**src/hw/fault_summary_pkg.sv**
```systemverilog
// package: command codes, bit positions and write values of the fault summary registers
package fault_summary_pkg;
    // ------------------------------------------------------------------
    // command codes
    // ------------------------------------------------------------------
    localparam logic [7:0] CMD_SUMMARY_BYTE = 8'h78;
    localparam logic [7:0] CMD_SUMMARY_WORD = 8'h79;
    localparam logic [7:0] CMD_OUTPUT_VOLTAGE_SUMMARY_FLAGS   = 8'h7A;

    // ------------------------------------------------------------------
    // summary byte bit positions
    // ------------------------------------------------------------------
    localparam int BIT_BUSY       = 7;
    localparam int BIT_OFF        = 6;
    localparam int BIT_OV         = 5;
    localparam int BIT_OC         = 4;
    localparam int BIT_INPUT_UNDERVOLT_SUMMARY     = 3;
    localparam int BIT_TEMP       = 2;
    localparam int BIT_CML        = 1;
    localparam int BIT_UNLISTED   = 0;

    // ------------------------------------------------------------------
    // summary word high byte positions
    // ------------------------------------------------------------------
    localparam int BIT_OUTPUT_VOLTAGE_SUMMARY       = 15;
    localparam int BIT_OUTPUT_CURRENT_SUMMARY       = 14;
    localparam int BIT_INPUT      = 13;
    localparam int BIT_VENDOR     = 12;
    localparam int BIT_PWR_BAD    = 11;
    localparam int BIT_OTHER      = 9;

    // ------------------------------------------------------------------
    // output voltage flag positions and masks
    // ------------------------------------------------------------------
    localparam int BIT_OUTPUT_OVERVOLT_FAULT_FLAG   = 7;
    localparam int BIT_OUTPUT_OVERVOLT_WARN_FLAG   = 6;
    localparam int BIT_OUTPUT_UNDERVOLT_WARN_FLAG   = 5;
    localparam int BIT_OUTPUT_UNDERVOLT_FAULT_FLAG   = 4;
    localparam int BIT_OUTPUT_VOLTAGE_SUMMARY_LIM   = 3;
    localparam int BIT_STARTUP_TIMEOUT_FLAG    = 2;
    localparam int OUTPUT_VOLTAGE_SUMMARY_FLAG_CNT  = 6;
    localparam logic [7:0] OUTPUT_VOLTAGE_SUMMARY_FLAG_MASK = 8'hFC;

    // ------------------------------------------------------------------
    // clearing write values and reset values
    // ------------------------------------------------------------------
    localparam logic [7:0]  BYTE_BUSY_CLEAR = 8'h80;
    localparam logic [15:0] WORD_BUSY_CLEAR = 16'h0080;
    localparam logic [15:0] WORD_BOTH_CLEAR = 16'h0180;
    localparam logic [7:0]  RST_BYTE        = 8'h00;
endpackage

```
**src/hw/fault_summary_status_regs.sv**
```systemverilog
// fault summary byte and word plus the output voltage fault flag register
`timescale 1ns/1ps
import fault_summary_pkg::*;

// Notes on behaviour
// - byte read of 78h returns the one-byte fault summary
// - summary byte and low byte of the summary word are one register
// - summary bits other than live bits 6 and 11, busy bit 7 and the unclassified cause in bit 0 only mirror detail flags; clearing a detail clears the summary
// - bit 7 set when a fault was declared because the device was busy
// - bit 6 live: one whenever conversion is not running
// - bits 5,4,3 show overvoltage, overcurrent and input undervoltage faults
// - bit 2 set by any temperature fault or warning
// - bit 1 set by a communication, memory or logic fault
// - bit 0 set by any fault not covered by other byte bits
// - byte write of 80h clears the busy bit
// - word read of 79h returns the summary word, low byte the summary byte
// - bits 15 and 14 show output voltage and output current faults
// - bits 13 and 12 show input and vendor faults
// - bit 11 live, one when output is outside the regulation window
// - bit 9 set by a miscellaneous fault
// - bits 10 and 8 always read zero
// - word write 0080h clears busy; 0180h clears busy and unclassified condition
// - each alert-capable bit has a matching alert enable mask bit
// - 7Ah byte register; flags clear by global clear or writing one
// - 7Ah bits 7..2 are latched voltage flags, bits 1..0 read zero
module fault_summary_status_regs (
    // clock and reset
    input  wire logic        MCLK,
    input  wire logic        SRST,
    // command access from the bus engine
    input  wire logic [7:0]  CMD_CODE,
    input  wire logic        WR_STB,
    input  wire logic        WR_WORD,
    input  wire logic [15:0] WR_DATA,
    input  wire logic        RD_STB,
    output logic [15:0]      RD_DATA,
    output logic             RD_VALID,
    output logic             CMD_HIT,
    // global clear of all latched faults
    input  wire logic        CLEAR_FAULTS,
    // fault events, one-cycle pulses
    input  wire logic        BUSY_EVENT,
    input  wire logic        UNCLASSIFIED_EVENT,
    input  wire logic [5:0]  OUTPUT_VOLTAGE_SUMMARY_EVENT,
    // summaries of detail registers kept elsewhere
    input  wire logic        OUTPUT_CURRENT_SUMMARY,
    input  wire logic        OVERCURRENT_SUMMARY,
    input  wire logic        INPUT_FAULT_SUMMARY,
    input  wire logic        INPUT_UNDERVOLT_SUMMARY,
    input  wire logic        TEMP_SUMMARY,
    input  wire logic        COMM_LOGIC_SUMMARY,
    input  wire logic        VENDOR_FAULT_SUMMARY,
    input  wire logic        OTHER_SUMMARY,
    // live conditions
    input  wire logic        CONVERTING,
    input  wire logic        POWER_OK_LIVE,
    // alert path
    input  wire logic [15:0] ALERT_ENABLE_MASK,
    input  wire logic [7:0]  OUTPUT_VOLTAGE_SUMMARY_ALERT_MASK,
    output logic             ALERT_REQ,
    // flag views
    output logic [7:0]       SUMMARY_BYTE,
    output logic [15:0]      SUMMARY_WORD,
    output logic [7:0]       OUTPUT_VOLTAGE_SUMMARY_FLAGS
);
    import fault_summary_pkg::*;

    // ------------------------------------------------------------------
    // decode
    // ------------------------------------------------------------------
    logic hit_byte;
    logic hit_word;
    logic hit_output_voltage_summary;
    logic busy_flag;
    logic unclassified_flag;
    logic busy_clr;
    logic unclassified_clr;
    logic [OUTPUT_VOLTAGE_SUMMARY_FLAG_CNT-1:0] output_voltage_summary_flag;
    logic [OUTPUT_VOLTAGE_SUMMARY_FLAG_CNT-1:0] output_voltage_summary_clr;
    logic [7:0]  byte_d;
    logic [15:0] word_d;
    logic [7:0]  output_voltage_summary_d;
    logic [15:0] rd_d;
    logic [15:0] rd_q;
    logic        rd_valid_q;
    logic [7:0]  byte_q;
    logic [7:0]  word_hi_q;
    logic [7:0]  output_voltage_summary_q;
    logic        alert_q;
    logic        byte_wr;
    logic        word_wr;
    logic        byte_busy_wr;
    logic        word_busy_wr;
    logic        word_both_wr;
    logic [15:0] word_alert_src;
    logic [7:0]  output_voltage_summary_alert_src;
    logic [OUTPUT_VOLTAGE_SUMMARY_FLAG_CNT-1:0] output_voltage_summary_wr_ones;

    // decode stays combinational so the hit answers in the cycle of the request
    assign hit_byte = (CMD_CODE == CMD_SUMMARY_BYTE);
    assign hit_word = (CMD_CODE == CMD_SUMMARY_WORD);
    assign hit_output_voltage_summary = (CMD_CODE == CMD_OUTPUT_VOLTAGE_SUMMARY_FLAGS);
    assign CMD_HIT  = hit_byte | hit_word | hit_output_voltage_summary;

    // ------------------------------------------------------------------
    // busy and unclassified flags
    // ------------------------------------------------------------------
    // byte write 80h clears busy
    // word write 0080h clears busy, 0180h clears busy and unclassified
    // other values leave flags unchanged
    // a byte write only counts on a byte code and a word write only on the word code
    assign byte_wr          = WR_STB & ~WR_WORD;
    assign word_wr          = WR_STB & WR_WORD;
    assign byte_busy_wr     = byte_wr & hit_byte & (WR_DATA[7:0] == BYTE_BUSY_CLEAR);
    assign word_busy_wr     = word_wr & hit_word & (WR_DATA == WORD_BUSY_CLEAR);
    assign word_both_wr     = word_wr & hit_word & (WR_DATA == WORD_BOTH_CLEAR);
    assign busy_clr         = CLEAR_FAULTS | byte_busy_wr | word_busy_wr | word_both_wr;
    assign unclassified_clr = CLEAR_FAULTS | word_both_wr;

    // busy declared fault latch
    // set wins over a clear in the same cycle, so a late event is never lost
    sticky_flag u_busy (
        .MCLK (MCLK),
        .SRST (SRST),
        .SET  (BUSY_EVENT),
        .CLR  (busy_clr),
        .FLAG (busy_flag)
    );

    sticky_flag u_unclassified (
        .MCLK (MCLK),
        .SRST (SRST),
        .SET  (UNCLASSIFIED_EVENT),
        .CLR  (unclassified_clr),
        .FLAG (unclassified_flag)
    );

    // ------------------------------------------------------------------
    // output voltage flags
    // ------------------------------------------------------------------
    // write-one-to-clear or global clear, set wins
    // bits 7..2 latched, per bit
    // writing zero to a flag position leaves that flag alone
    assign output_voltage_summary_wr_ones = (byte_wr & hit_output_voltage_summary) ? WR_DATA[BIT_OUTPUT_OVERVOLT_FAULT_FLAG:BIT_STARTUP_TIMEOUT_FLAG] : '0;

    generate
        for (genvar i = 0; i < OUTPUT_VOLTAGE_SUMMARY_FLAG_CNT; i++) begin : g_output_voltage_summary
            assign output_voltage_summary_clr[i] = CLEAR_FAULTS | output_voltage_summary_wr_ones[i];
            sticky_flag u_flag (
                .MCLK (MCLK),
                .SRST (SRST),
                .SET  (OUTPUT_VOLTAGE_SUMMARY_EVENT[i]),
                .CLR  (output_voltage_summary_clr[i]),
                .FLAG (output_voltage_summary_flag[i])
            );
        end
    endgenerate

    assign output_voltage_summary_d = {output_voltage_summary_flag, 2'b00};

    // ------------------------------------------------------------------
    // summary composition
    // ------------------------------------------------------------------
    // summary follows detail flags and the live inputs only, nothing stored here
    always_comb begin
        byte_d = RST_BYTE;
        byte_d[BIT_BUSY]     = busy_flag;
        byte_d[BIT_OFF]      = ~CONVERTING;
        byte_d[BIT_OV]       = output_voltage_summary_flag[BIT_OUTPUT_OVERVOLT_FAULT_FLAG - BIT_STARTUP_TIMEOUT_FLAG];
        byte_d[BIT_OC]       = OVERCURRENT_SUMMARY;
        byte_d[BIT_INPUT_UNDERVOLT_SUMMARY]   = INPUT_UNDERVOLT_SUMMARY;
        byte_d[BIT_TEMP]     = TEMP_SUMMARY;
        byte_d[BIT_CML]      = COMM_LOGIC_SUMMARY;
        // unlisted fault pointer
        // collects every latched cause that has no bit of its own in this byte
        byte_d[BIT_UNLISTED] = unclassified_flag | VENDOR_FAULT_SUMMARY | OTHER_SUMMARY
                               | (|output_voltage_summary_flag[BIT_OUTPUT_VOLTAGE_SUMMARY_LIM - BIT_STARTUP_TIMEOUT_FLAG +: 4])
                               | output_voltage_summary_flag[0]
                               | (OUTPUT_CURRENT_SUMMARY & ~OVERCURRENT_SUMMARY)
                               | (INPUT_FAULT_SUMMARY & ~INPUT_UNDERVOLT_SUMMARY);
    end

    always_comb begin
        word_d = 16'h0000;
        // low byte is the summary byte itself
        word_d[7:0]          = byte_d;
        word_d[BIT_OUTPUT_VOLTAGE_SUMMARY]     = |output_voltage_summary_flag;
        word_d[BIT_OUTPUT_CURRENT_SUMMARY]     = OUTPUT_CURRENT_SUMMARY;
        word_d[BIT_INPUT]    = INPUT_FAULT_SUMMARY;
        word_d[BIT_VENDOR]   = VENDOR_FAULT_SUMMARY;
        word_d[BIT_PWR_BAD]  = ~POWER_OK_LIVE;
        word_d[BIT_OTHER]    = OTHER_SUMMARY;
    end

    // ------------------------------------------------------------------
    // registered views
    // ------------------------------------------------------------------
    // one set of flops serves the byte and the low byte of the word
    // views lag the state by one cycle; the read path uses the next-state terms
    always_ff @(posedge MCLK) begin
        if (SRST) begin
            byte_q <= RST_BYTE;
        end else begin
            byte_q <= byte_d;
        end
    end

    always_ff @(posedge MCLK) begin
        if (SRST) begin
            word_hi_q <= 8'h00;
        end else begin
            word_hi_q <= word_d[15:8];
        end
    end

    always_ff @(posedge MCLK) begin
        if (SRST) begin
            output_voltage_summary_q <= 8'h00;
        end else begin
            output_voltage_summary_q <= output_voltage_summary_d;
        end
    end

    assign SUMMARY_BYTE = byte_q;
    assign SUMMARY_WORD = {word_hi_q, byte_q};
    assign OUTPUT_VOLTAGE_SUMMARY_FLAGS   = output_voltage_summary_q;

    // ------------------------------------------------------------------
    // read path
    // ------------------------------------------------------------------
    // byte read, word read
    always_comb begin
        rd_d = 16'h0000;
        case (CMD_CODE)
            CMD_SUMMARY_BYTE: begin
                rd_d = {8'h00, byte_d};
            end
            CMD_SUMMARY_WORD: begin
                rd_d = word_d;
            end
            CMD_OUTPUT_VOLTAGE_SUMMARY_FLAGS: begin
                rd_d = {8'h00, output_voltage_summary_d};
            end
            default: begin
                rd_d = 16'h0000;
            end
        endcase
    end

    // refused codes still load zero so stale data never looks like an answer
    always_ff @(posedge MCLK) begin
        if (SRST) begin
            rd_q <= 16'h0000;
        end else if (RD_STB) begin
            rd_q <= rd_d;
        end
    end

    // the answer pulse only follows a strobe on a mapped code
    always_ff @(posedge MCLK) begin
        if (SRST) begin
            rd_valid_q <= 1'b0;
        end else begin
            rd_valid_q <= RD_STB & CMD_HIT;
        end
    end

    assign RD_DATA  = rd_q;
    assign RD_VALID = rd_valid_q;

    // ------------------------------------------------------------------
    // alert request
    // ------------------------------------------------------------------
    // each alert-capable bit gated by its enable
    // live bits report a state, not an event, so they are kept out of the alert
    always_comb begin
        word_alert_src              = word_d & ALERT_ENABLE_MASK;
        word_alert_src[BIT_OFF]     = 1'b0;
        word_alert_src[BIT_PWR_BAD] = 1'b0;
        output_voltage_summary_alert_src              = output_voltage_summary_d & OUTPUT_VOLTAGE_SUMMARY_ALERT_MASK & OUTPUT_VOLTAGE_SUMMARY_FLAG_MASK;
    end

    always_ff @(posedge MCLK) begin
        if (SRST) begin
            alert_q <= 1'b0;
        end else begin
            alert_q <= (|word_alert_src) | (|output_voltage_summary_alert_src);
        end
    end

    assign ALERT_REQ = alert_q;
endmodule

```
**src/hw/sticky_flag.sv**
```systemverilog
// single latched flag: hardware set wins over software or global clear
`timescale 1ns/1ps
module sticky_flag (
    // clock and reset
    input  wire logic MCLK,
    input  wire logic SRST,
    // set and clear
    input  wire logic SET,
    input  wire logic CLR,
    // state
    output logic      FLAG
);
    always_ff @(posedge MCLK) begin
        if (SRST) begin
            FLAG <= 1'b0;
        end else if (SET) begin
            FLAG <= 1'b1;
        end else if (CLR) begin
            FLAG <= 1'b0;
        end
    end
endmodule

```
**config.mk**
```make
export PLATFORM = sky130hd
export DESIGN_NAME = fault_summary_status_regs
export DESIGN_NICKNAME = d
export VERILOG_FILES = /design/src/hw/fault_summary_pkg.sv /design/src/hw/fault_summary_status_regs.sv /design/src/hw/sticky_flag.sv
export SDC_FILE = /design/constraint.sdc
export NUM_CORES = 1
export LEC_CHECK = 0
export BUFFER_PORTS_ARGS = -buffer_cell sky130_fd_sc_hd__buf_2
export CAP_MARGIN = 15
export CORE_ASPECT_RATIO = 0.8
export CORE_MARGIN = 2
export CORE_UTILIZATION = 42
export CTS_BUF_LIST = sky130_fd_sc_hd__clkbuf_4
export DETAILED_ROUTE_END_ITERATION = 8
export PLACE_DENSITY = 0.81
export SLEW_MARGIN = 20
export SYNTH_ARGS = -nofsm -noshare
export SYNTH_HDL_FRONTEND = slang
export SYNTH_SLANG_ARGS = --single-unit
```
**constraint.sdc**
```tcl
create_clock -name MCLK -period 2.11 [get_ports MCLK]
set_clock_uncertainty 0.2 [all_clocks]
set_input_delay 0.422 -clock MCLK [delete_from_list [all_inputs] [get_ports MCLK]]
set_output_delay 0.422 -clock MCLK [all_outputs]
set_load 0.02 [all_outputs]
```
# Yosys cells after proc, flatten, opt, wreduce, memory -nomap -nowiden
# Cells that the tools add are included.
[op_classes]
n_bitwise = 37
n_eq_ne = 6
mux = 18
reduce_logical = 12
[ops]
columns = ["cell", "count"]
rows = [
  ["case mux 16 bit (3 select lines)", 1],
  ["== test 8 x 7 -> 1 bit, second input constant", 3],
  ["OR 1 bit", 19],
  ["bitwise AND 16 bit", 1],
  ["== test 16 x 8 -> 1 bit, second input constant", 1],
  ["== test 16 x 9 -> 1 bit, second input constant", 1],
  ["two-way mux 1 bit", 16],
  ["nonzero test 2 bit", 8],
  ["OR reduction 14 bit", 1],
  ["OR reduction 6 bit", 2],
  ["bitwise AND 1 bit", 11],
  ["bitwise AND 8 bit", 1],
  ["== test 8 bit, second input constant", 1],
  ["two-way mux 6 bit", 1],
  ["NOT 1 bit", 5],
  ["OR reduction 4 bit", 1],
]
[word_totals]
in_bits = 72
reg_bits = 50
elab_cells = 89
out_inout_bits = 51

# Depth between registers and ports, before layout
# Gate-level depths: netlist (run 1).
[logic_depth]
word_depth = 9
ltp_mapped = 5
ltp_nobuf = 5

# Cells and area by module
# From an unflattened synthesis (run 1), not the netlist that was laid out.
[hier_totals]
cells_unflattened = 203
hier_area_um2 = 1825.5
[modules_own_cells]
columns = ["module", "n_inst", "seq_area_each_um2", "area_per_inst_um2", "cells_per_inst"]
rows = [
  ["fault_summary_status_regs", 1, 700.7, 1515.2, 171],
  ["sticky_flag", 8, 20.0, 38.8, 4],
]

# Worst setup path before layout (run 1)
# OpenSTA, ideal clock, no wires.
[synth_path]
path_type = "input -> register"
startpoint = "in CMD_CODE[1]"
endpoint = "reg u_unclassified.FLAG"
path_slack_ns = 0.415
arrival_ns = 1.375
setup_time_ns = 0.120
path_buffers = 0
path_stages = 4
required_ns = 1.790
path_cell_list = "or3b_4 > or2_1 > nor4_1 > o2bb2ai_1"
[synth_via]
elab_chain_cells = 5
[synth_lines]
columns = ["item", "line", "text"]
rows = [
  ["start: declaration", "fault_summary_status_regs.sv:31", "input wire logic [7:0] CMD_CODE,"],
  ["== test 8 x 7 -> 1 bit", "fault_summary_status_regs.sv:101", "assign hit_word = (CMD_CODE == CMD_SUMMARY_WORD);"],
  ["bitwise AND 1 bit (2 in a row)", "fault_summary_status_regs.sv:116", "assign word_both_wr = word_wr & hit_word & (WR_DATA == WORD_BOTH_CLEAR);"],
  ["OR 1 bit", "fault_summary_status_regs.sv:118", "assign unclassified_clr = CLEAR_FAULTS | word_both_wr;"],
  ["nonzero test 2 bit (no line)", "n/a", ""],
  ["end signal: assignment", "sticky_flag.sv:15", "FLAG <= 1'b0;"],
  ["end signal: assignment", "sticky_flag.sv:17", "FLAG <= 1'b1;"],
  ["end signal: assignment", "sticky_flag.sv:19", "FLAG <= 1'b0;"],
  ["end: declaration", "sticky_flag.sv:11", "output logic FLAG"],
]
# Every way passes these cells.
# A chain may end at the register's enable or synchronous reset.

# Worst setup path after layout (run 1)
[layout_path]
startpoint = "in CMD_CODE[2]"
endpoint = "out CMD_HIT"
[layout_via]
elab_chain_cells = 3
elab_cells_between_ends = 5
classes_between = "eq/ne: 3; bitwise: 2"
[layout_lines]
columns = ["item", "line", "text"]
rows = [
  ["== test 8 x 7 -> 1 bit, on equally long branches", "fault_summary_status_regs.sv:100, fault_summary_status_regs.sv:101", ""],
  ["OR 1 bit", "fault_summary_status_regs.sv:103", "assign CMD_HIT = hit_byte | hit_word | hit_output_voltage_summary;"],
  ["OR 1 bit *", "fault_summary_status_regs.sv:103", ""],
  ["end: declaration", "fault_summary_status_regs.sv:38", "output logic CMD_HIT,"],
]
# Every way passes the cells marked *; elsewhere a longest branch is shown, timed or not.

==> qor.yml, run 1 <==
cp.arrival_ns: 1.10
ys_ff_latch: 43
fin_crit_sh_pct: 81.76
drive_gt1_share_pct: 39.87
synth_compound_area_share_pct: 19.59
vias: 1793
rsz0062_at_grt: "no"
avgSynthCellArea_um2: 8.922
tns_ns: 0
mostFrequentLayoutCell: "buf_2"
seq_power_share_pct: 58.4
clock_sinks: 43
r2r-start: "u_busy.FLAG$_SDFFE_PP0P_"
p_clk_share_pct: 25.5
p_sw_share_pct: 26.94
dpl.hpwl_um: 3831
cts_setup_buffers: 0
final_nets: 377
row_count: 21
r2r_end: "ALERT_REQ$_SDFF_PP0_"
clk_pin_slew_ns: 0.11
r2r_cells: 4
endpoint: "CMD_HIT"
ant_nets: 0
finalSetupViolations: 0
drt_iter0_drc: 80
tritoncts: "built"
first_pass_iters: 4
drv_cap: 0
num_io_pins: 123
yosys_warnings: 0
synthAdderAreaFrac_pct: 0
detail_route.wirelength_um: 4741
root_buffer: "clkbuf_4"
most-common-layout-cells: "buf_2 (110), dfxtp_1 (43), nor2_1 (22)"
core_area_um2: 4125
required_ns: 1.49
viasPerCell: 4.939
synth_cells: 199
synth_area_um2: 1775
diodes: 0
fmax_mhz: 579.7
synth_top_family_by_area: "simple AND/OR/NAND/NOR gates"
drc: 0
grt_pass1_wl_um: 7472
grt_max_degree: 18
ir_drop_mv: 0.2181
hold_viol: 0
initial_core_util_pct: 43.04
syn_to_final_growth_pct: 33.26
leakage_nw: 1.168
die_w_um: 76.69
synth-simple-area-share_pct: 21.28
power.internal_mw: 1.078
synth.distinct_cells: 37
synthMuxAreaShare_pct: 0
cp-start-kind: "primary input"
utilization_pct: 57.36
drv_slew: 0
status: "finished, final reports clean"
power_density_nw_per_um2: 623.7
ys_seq_area_share_pct: 48.48
grt_pass1_vias: 1596
critPathLaunch: "CMD_CODE[2]"
power.switching_uw: 397.6
crit_fanout: 2
cts_buffer_depth: 2
die_area_um2: 4767
gp_congestion: 0.8653
worstSkewPairLatency_ns: 0.34
grt_overflow: 0
combPwrFrac_pct: 16.2
grtUsageTotal_pct: 19.89
end_kind: "output pin"
cts_max_level: 2
critical_path_class: "in -> out"
synth_xor_area_share_pct: 0
ff2ff_setup_slack_ns: 0.68
antenna_found_initial: 0
fin_crit_ns: 1.725
ctsResizeCount: 0
hold_buffers: 0
routedWlPerCell_um: 13.06
portBuffers: 110
cts_inserted_buffers: 5
dieHeight_um: 62.16
fillCellCount: 401
min_path_type: "in -> reg"
how the worst min path moves through the flow:
stage | start | end | slack [ns] | depth (start not counted)
finish | POWER_OK_LIVE | word_hi_q[3]$_SDFF_PP0_ | 0.04 | 2
global route | CONVERTING | SUMMARY_BYTE[6]$_SDFF_PP0_ | 0.02 | 2
floorplan | u_unclassified.FLAG$_SDFFE_PP0P_ | u_unclassified.FLAG$_SDFFE_PP0P_ | 0.25 | 2
CTS | POWER_OK_LIVE | word_hi_q[3]$_SDFF_PP0_ | 0.02 | 2
global placement | RD_DATA[4]$_SDFFE_PP0P_ | RD_DATA[4]$_SDFFE_PP0P_ | 0.24 | 2
detailed placement | RD_DATA[3]$_SDFFE_PP0P_ | RD_DATA[3]$_SDFFE_PP0P_ | 0.24 | 2
critical path, stage by stage:
cell	delay [ns]
buf_2	0.10
and4b_1	0.24
nand2_1	0.06
a21oi_1	0.11
buf_2	0.17
synthesized netlist by cell type:
cell	instances	area, um^2
o211ai_1	1	7.510
a21oi_1	11	55.05
nor3_2	1	10.01
o221ai_1	1	8.760
o2bb2ai_1	2	17.52
o31ai_1	1	7.510
conb_1	1	3.750
and3b_1	1	8.760
nand4b_1	1	8.760
nor2b_1	13	81.33
clkbuf_1	2	7.510
inv_1	14	52.55
buf_1	2	7.510
nand4bb_1	1	11.26
o21a_1	4	30.03
a311o_1	2	20.02
a31oi_1	2	12.51
nand2_1	12	45.04
o311ai_0	1	8.760
a311oi_1	4	35.03
nand2b_1	4	25.02
a211oi_1	1	7.510
or3_1	1	6.260
buf_2	1	5.000
dfxtp_1	43	860.8
o21ai_0	6	30.03
a22oi_1	12	90.09
or2_1	1	6.260
nor2_1	22	82.58
and4b_1	2	20.02
nor3_1	3	15.01
nor4_1	3	18.77
nand3_1	3	15.01
buf_4	15	112.6
nand4_1	2	12.51
a22o_1	2	17.52
or3b_4	1	11.26
stage by stage:
| step | power, mW | std cells | hold slack (ns) | instance area (um^2) | setup WS (ns) |
|---|---|---|---|---|---|
| after floorplan | 1.015 | 204 | 0.2539 | 1794 | 0.4146 |
| after global placement | 1.114 | 355 | 0.2396 | 2313 | 0.2047 |
| after detailed placement | 1.118 | 355 | 0.2400 | 2313 | 0.1588 |
| after CTS | 1.486 | 363 | 0.02417 | 2366 | 0.3765 |
| after global routing | 1.551 | 363 | 0.02170 | 2366 | 0.3361 |
| final | 1.476 | 363 | 0.03707 | 2366 | 0.3849 |
state kept, by name (all words and copies together) (netlist names):
name / cells
ALERT_REQ: 1
word_hi_q: 6
u_unclassified.FLAG: 1
g_output_voltage_summary.u_flag.FLAG: 6
RD_DATA: 14
RD_VALID: 1
SUMMARY_BYTE: 8
OUTPUT_VOLTAGE_SUMMARY_FLAGS: 5
u_busy.FLAG: 1
layout make-up:
| cell class | instances | area [um^2] | share of cell area [%] |
|---|---|---|---|
| Sequential cell | 43 | 860.8 | 36.38 |
| Inverter | 14 | 52.55 | 2.221 |
| Clock inverter | 2 | 7.507 | 0.3173 |
| Tap cell | 57 | 71.32 | 3.014 |
| Multi-Input combinational cell | 127 | 748.2 | 31.62 |
| Timing Repair Buffer | 114 | 580.6 | 24.54 |
| Clock buffer | 6 | 45.04 | 1.904 |
per-layer routing:
metal	GRT usage (%)	part of all wire, %	up-vias
li1	-	-	889
met1	26.56	44	806
met2	30.59	46	92
met3	4.942	8.4	6
met4	8.636	1.4	0
met5	0	0	-
power groups by stage:
stage | logic [mW] | registers [mW] | clock network, mW
global placement | 0.235 | 0.879 | 0
global route | 0.261 | 0.866 | 0.424
CTS | 0.239 | 0.862 | 0.385
finish | 0.239 | 0.861 | 0.376
detailed placement | 0.238 | 0.880 | 0
floorplan | 0.112 | 0.903 | 0
cell families after synthesis:
group / Yosys count
other: 1
and+or+nand+nor: 71
AOI/OAI and AO/OA: 50
buffers and inverters: 34
DFF: 43
Power figures use the tool's default switching activity.
==> run 2: changes to the inputs <==
--- a/config.mk
+++ b/config.mk
@@ -5,14 +5,15 @@
 export SDC_FILE = /design/constraint.sdc
 export NUM_CORES = 1
 export LEC_CHECK = 0
+export ABC_AREA = 1
 export BUFFER_PORTS_ARGS = -buffer_cell sky130_fd_sc_hd__buf_2
 export CAP_MARGIN = 15
 export CORE_ASPECT_RATIO = 0.8
 export CORE_MARGIN = 2
-export CORE_UTILIZATION = 42
+export CORE_UTILIZATION = 44
 export CTS_BUF_LIST = sky130_fd_sc_hd__clkbuf_4
 export DETAILED_ROUTE_END_ITERATION = 8
-export PLACE_DENSITY = 0.81
+export PLACE_DENSITY = 0.83
 export SLEW_MARGIN = 20
 export SYNTH_ARGS = -nofsm -noshare
 export SYNTH_HDL_FRONTEND = slang
==> constraint.sdc (replaced) <==
create_clock -name MCLK -period 1.6 [get_ports MCLK]
set_clock_uncertainty 0.2 [all_clocks]
set_input_delay 0.32 -clock MCLK [delete_from_list [all_inputs] [get_ports MCLK]]
set_output_delay 0.32 -clock MCLK [all_outputs]
set_load 0.02 [all_outputs]
==> qor.yml, run 2 <==
drv_cap: 0  # unchanged
row_count: 21  # unchanged
grt_pass1_vias: 2067  # was 1596
totalPowerFinal_mw: 2.045  # was 1.476 mW
power_density_nw_per_um2: 709.2  # was 623.7 nW/um^2
cp-start-kind: "primary input"  # unchanged
core_area_um2: 4178  # was 4125 um^2
avgSynthCellArea_um2: 7.252  # was 8.922 um^2
syn_to_final_growth_pct: 50.07  # was 33.26%
finalSetupViolations: 1  # was 0
first_pass_iters: 4  # unchanged
synth_edf_count: 0  # unchanged
cts_max_level: 2  # unchanged
final_nets: 474  # was 377
grt_max_degree: 16  # was 18
grt_pass1_wl_um: 8783  # was 7472 um
drt_iter0_drc: 85  # was 80
holdPathEnd: "u_busy.FLAG$_SDFFE_PP0P_"  # was word_hi_q[3]$_SDFF_PP0_
root_buffer: "clkbuf_4"  # unchanged
status: "complete, but fails checks"  # was finished, final reports clean
tritoncts: "built"  # unchanged
yosys.area.top_type: "dfxtp_1"  # unchanged
ant_nets: 0  # unchanged
placed_cells: 431  # was 355
mostFrequentLayoutCell: "buf_2"  # unchanged
synth_area_um2: 1922  # was 1775 um^2
utilization_pct: 69.03  # was 57.36%
cp.arrival_ns: 1.09  # was 1.10 ns
min_path_cells: 3  # was 2
critPathLaunch: "CMD_CODE[0]"  # was CMD_CODE[2]
min_path_type: "in -> reg"  # unchanged
num_io_pins: 123  # unchanged
ys_ff_latch: 43  # unchanged
ff2ff_setup_slack_ns: 0.21  # was 0.68 ns
ir_drop_mv: 0.3430  # was 0.2181 mV
routedWlPerCell_um: 12.50  # was 13.06 um
critical_path_class: "in -> out"  # unchanged
r2r_end: "ALERT_REQ$_SDFF_PP0_"  # unchanged
leakage_nw: 1.576  # was 1.168 nW
clk_pin_slew_ns: 0.12  # was 0.11 ns
synth_commonest_cells: "nand2_1 (54), nor2_1 (53), dfxtp_1 (43), inv_1 (36)"  # was dfxtp_1 (43), nor2_1 (22), buf_4 (15), inv_1 (14), nor2b_1 (13)
most-common-layout-cells: "buf_2 (105), nand2_1 (50), nor2_1 (47)"  # was buf_2 (110), dfxtp_1 (43), nor2_1 (22)
yosysTopAreaCellShare_pct: 44.79  # was 48.48%
viasPerCell: 4.635  # was 4.939
synth_top_flop_cell: "dfxtp_1"  # unchanged
diodes: 0  # unchanged
grt_overflow: 0  # unchanged
drv_slew: 0  # unchanged
final_area_um2: 2884  # was 2366 um^2
antenna_found_initial: 0  # unchanged
gp_congestion: 0.8214  # was 0.8653
cts_inserted_buffers: 5  # unchanged
die_area_um2: 4916  # was 4767 um^2
ys_seq_area_share_pct: 44.79  # was 48.48%
drc: 0  # unchanged
dieHeight_um: 63.11  # was 62.16 um
final_cells: 460  # was 363
clock_sinks: 43  # unchanged
drive_gt1_share_pct: 43.18  # was 39.87%
hp-start: "BUSY_EVENT"  # was POWER_OK_LIVE
fmax_mhz: 621.5
worstSkewPairLatency_ns: 0.34  # about the same
cts_buffer_depth: 2  # unchanged
portBuffers: 110  # unchanged
netlist_top_cells_area: "dfxtp_1 (45%), nand2_1 (11%), nor2_1 (10%)"  # was dfxtp_1 (48%), buf_4 (6.3%), a22oi_1 (5.1%)
synth.distinct_cells: 26  # was 37
die_w_um: 77.89  # was 76.69 um
tns_ns: -0.008889  # was 0 ns
r2r-start: "g_output_voltage_summary[3].u_flag.FLAG$_SDFFE_PP0P_"  # was u_busy.FLAG$_SDFFE_PP0P_
violations: "setup timing"
largest_reg_flops: 14  # unchanged
dpl.hpwl_um: 4217  # was 3831 um
yosys_warnings: 0  # unchanged
synth_cells: 265  # was 199
vias: 2132  # was 1793
detail_route.wirelength_um: 5752  # was 4741 um
hold_viol: 0  # unchanged
place_ws_ns: -0.1328  # was 0.1588 ns
synth_async_sr_flop_share_pct: 0  # unchanged
yosysMostFrequentCell: "nand2_1"  # was dfxtp_1
fin_crit_sh_pct: 100.6
fin_ws_ns: -0.008889  # was 0.3849 ns
r2r_cells: 8  # was 4
required_ns: 1.08  # was 1.49 ns
crit_fanout: 4  # was 2
placed_cell_area_um2: 2535  # was 2313 um^2
initial_core_util_pct: 46.00  # was 43.04%
rsz0062_at_grt: "yes"  # was no
grtUsageTotal_pct: 22.74  # was 19.89%
fin_crit_ns: 1.609
hold_slack_ns: 0.004908  # was 0.03707 ns
end_kind: "output pin"  # unchanged
[run 2: layout make-up]
type / count / area [um^2]
clock buffers: 5 / 37.54
multi-input cells: 169 / 883.3
fillers: 364 / 1294
clock inverters: 3 / 15.01
inverters: 38 / 145.1
well taps: 57 / 71.32
repair buffers: 145 / 870.8
flip-flops and latches: 43 / 860.8
[run 2: how the worst max path moves through the flow]
stage | to | slack (ns)
floorplan | CMD_HIT | 0.13
global placement | CMD_HIT | -0.1
detailed placement | CMD_HIT | -0.13
CTS | CMD_HIT | -0.002
global route | CMD_HIT | -0.06
finish | CMD_HIT | -0.009
[run 2: routing by layer]
layer | vias up | global-route usage (%) | share of wire, %
li1 | 1085 | - | -
met1 | 933 | 25.16 | 39
met2 | 106 | 43.00 | 50
met3 | 8 | 5.587 | 8.7
met4 | 0 | 6.360 | 1.5
met5 | - | 0 | 0
[run 2: kinds of logic (layout without fill, tap and decap cells)]
group / count (synthesis) / in the layout / share of synthesized area [%]
other: 1 / 6 / 0.1951
buffers and inverters: 58 / 191 / 14.32
flip-flops: 43 / 43 / 44.79
AO/OA/AOI/OAI: 28 / 28 / 10.03
AND/OR/NAND/NOR: 135 / 135 / 30.66
[run 2: repair_timing]
item                       in CTS  in global routing
gates resized for setup        13                 23
pin swaps                       6                 15
hold buffers                    8                  1
hold endpoints to repair        8                  1
buffers inserted                8                  4
setup endpoints to repair       1                  3
[run 2: worst max-delay path, cell delays in order]
cell	delay, ns
buf_6	0.10
inv_2	0.03
nor2_2	0.13
nand2_2	0.08
nor2_4	0.10
inv_2	0.06
nand2_4	0.08
nor2_4	0.04
inv_2	0.04
buf_6	0.10
[run 2: report_power, final]
part | switching (mW) | internal, mW
Combinational | 0.236 | 0.175
Sequential | 0.0195 | 1.11
Clock | 0.340 | 0.164
Total | 0.596 | 1.45
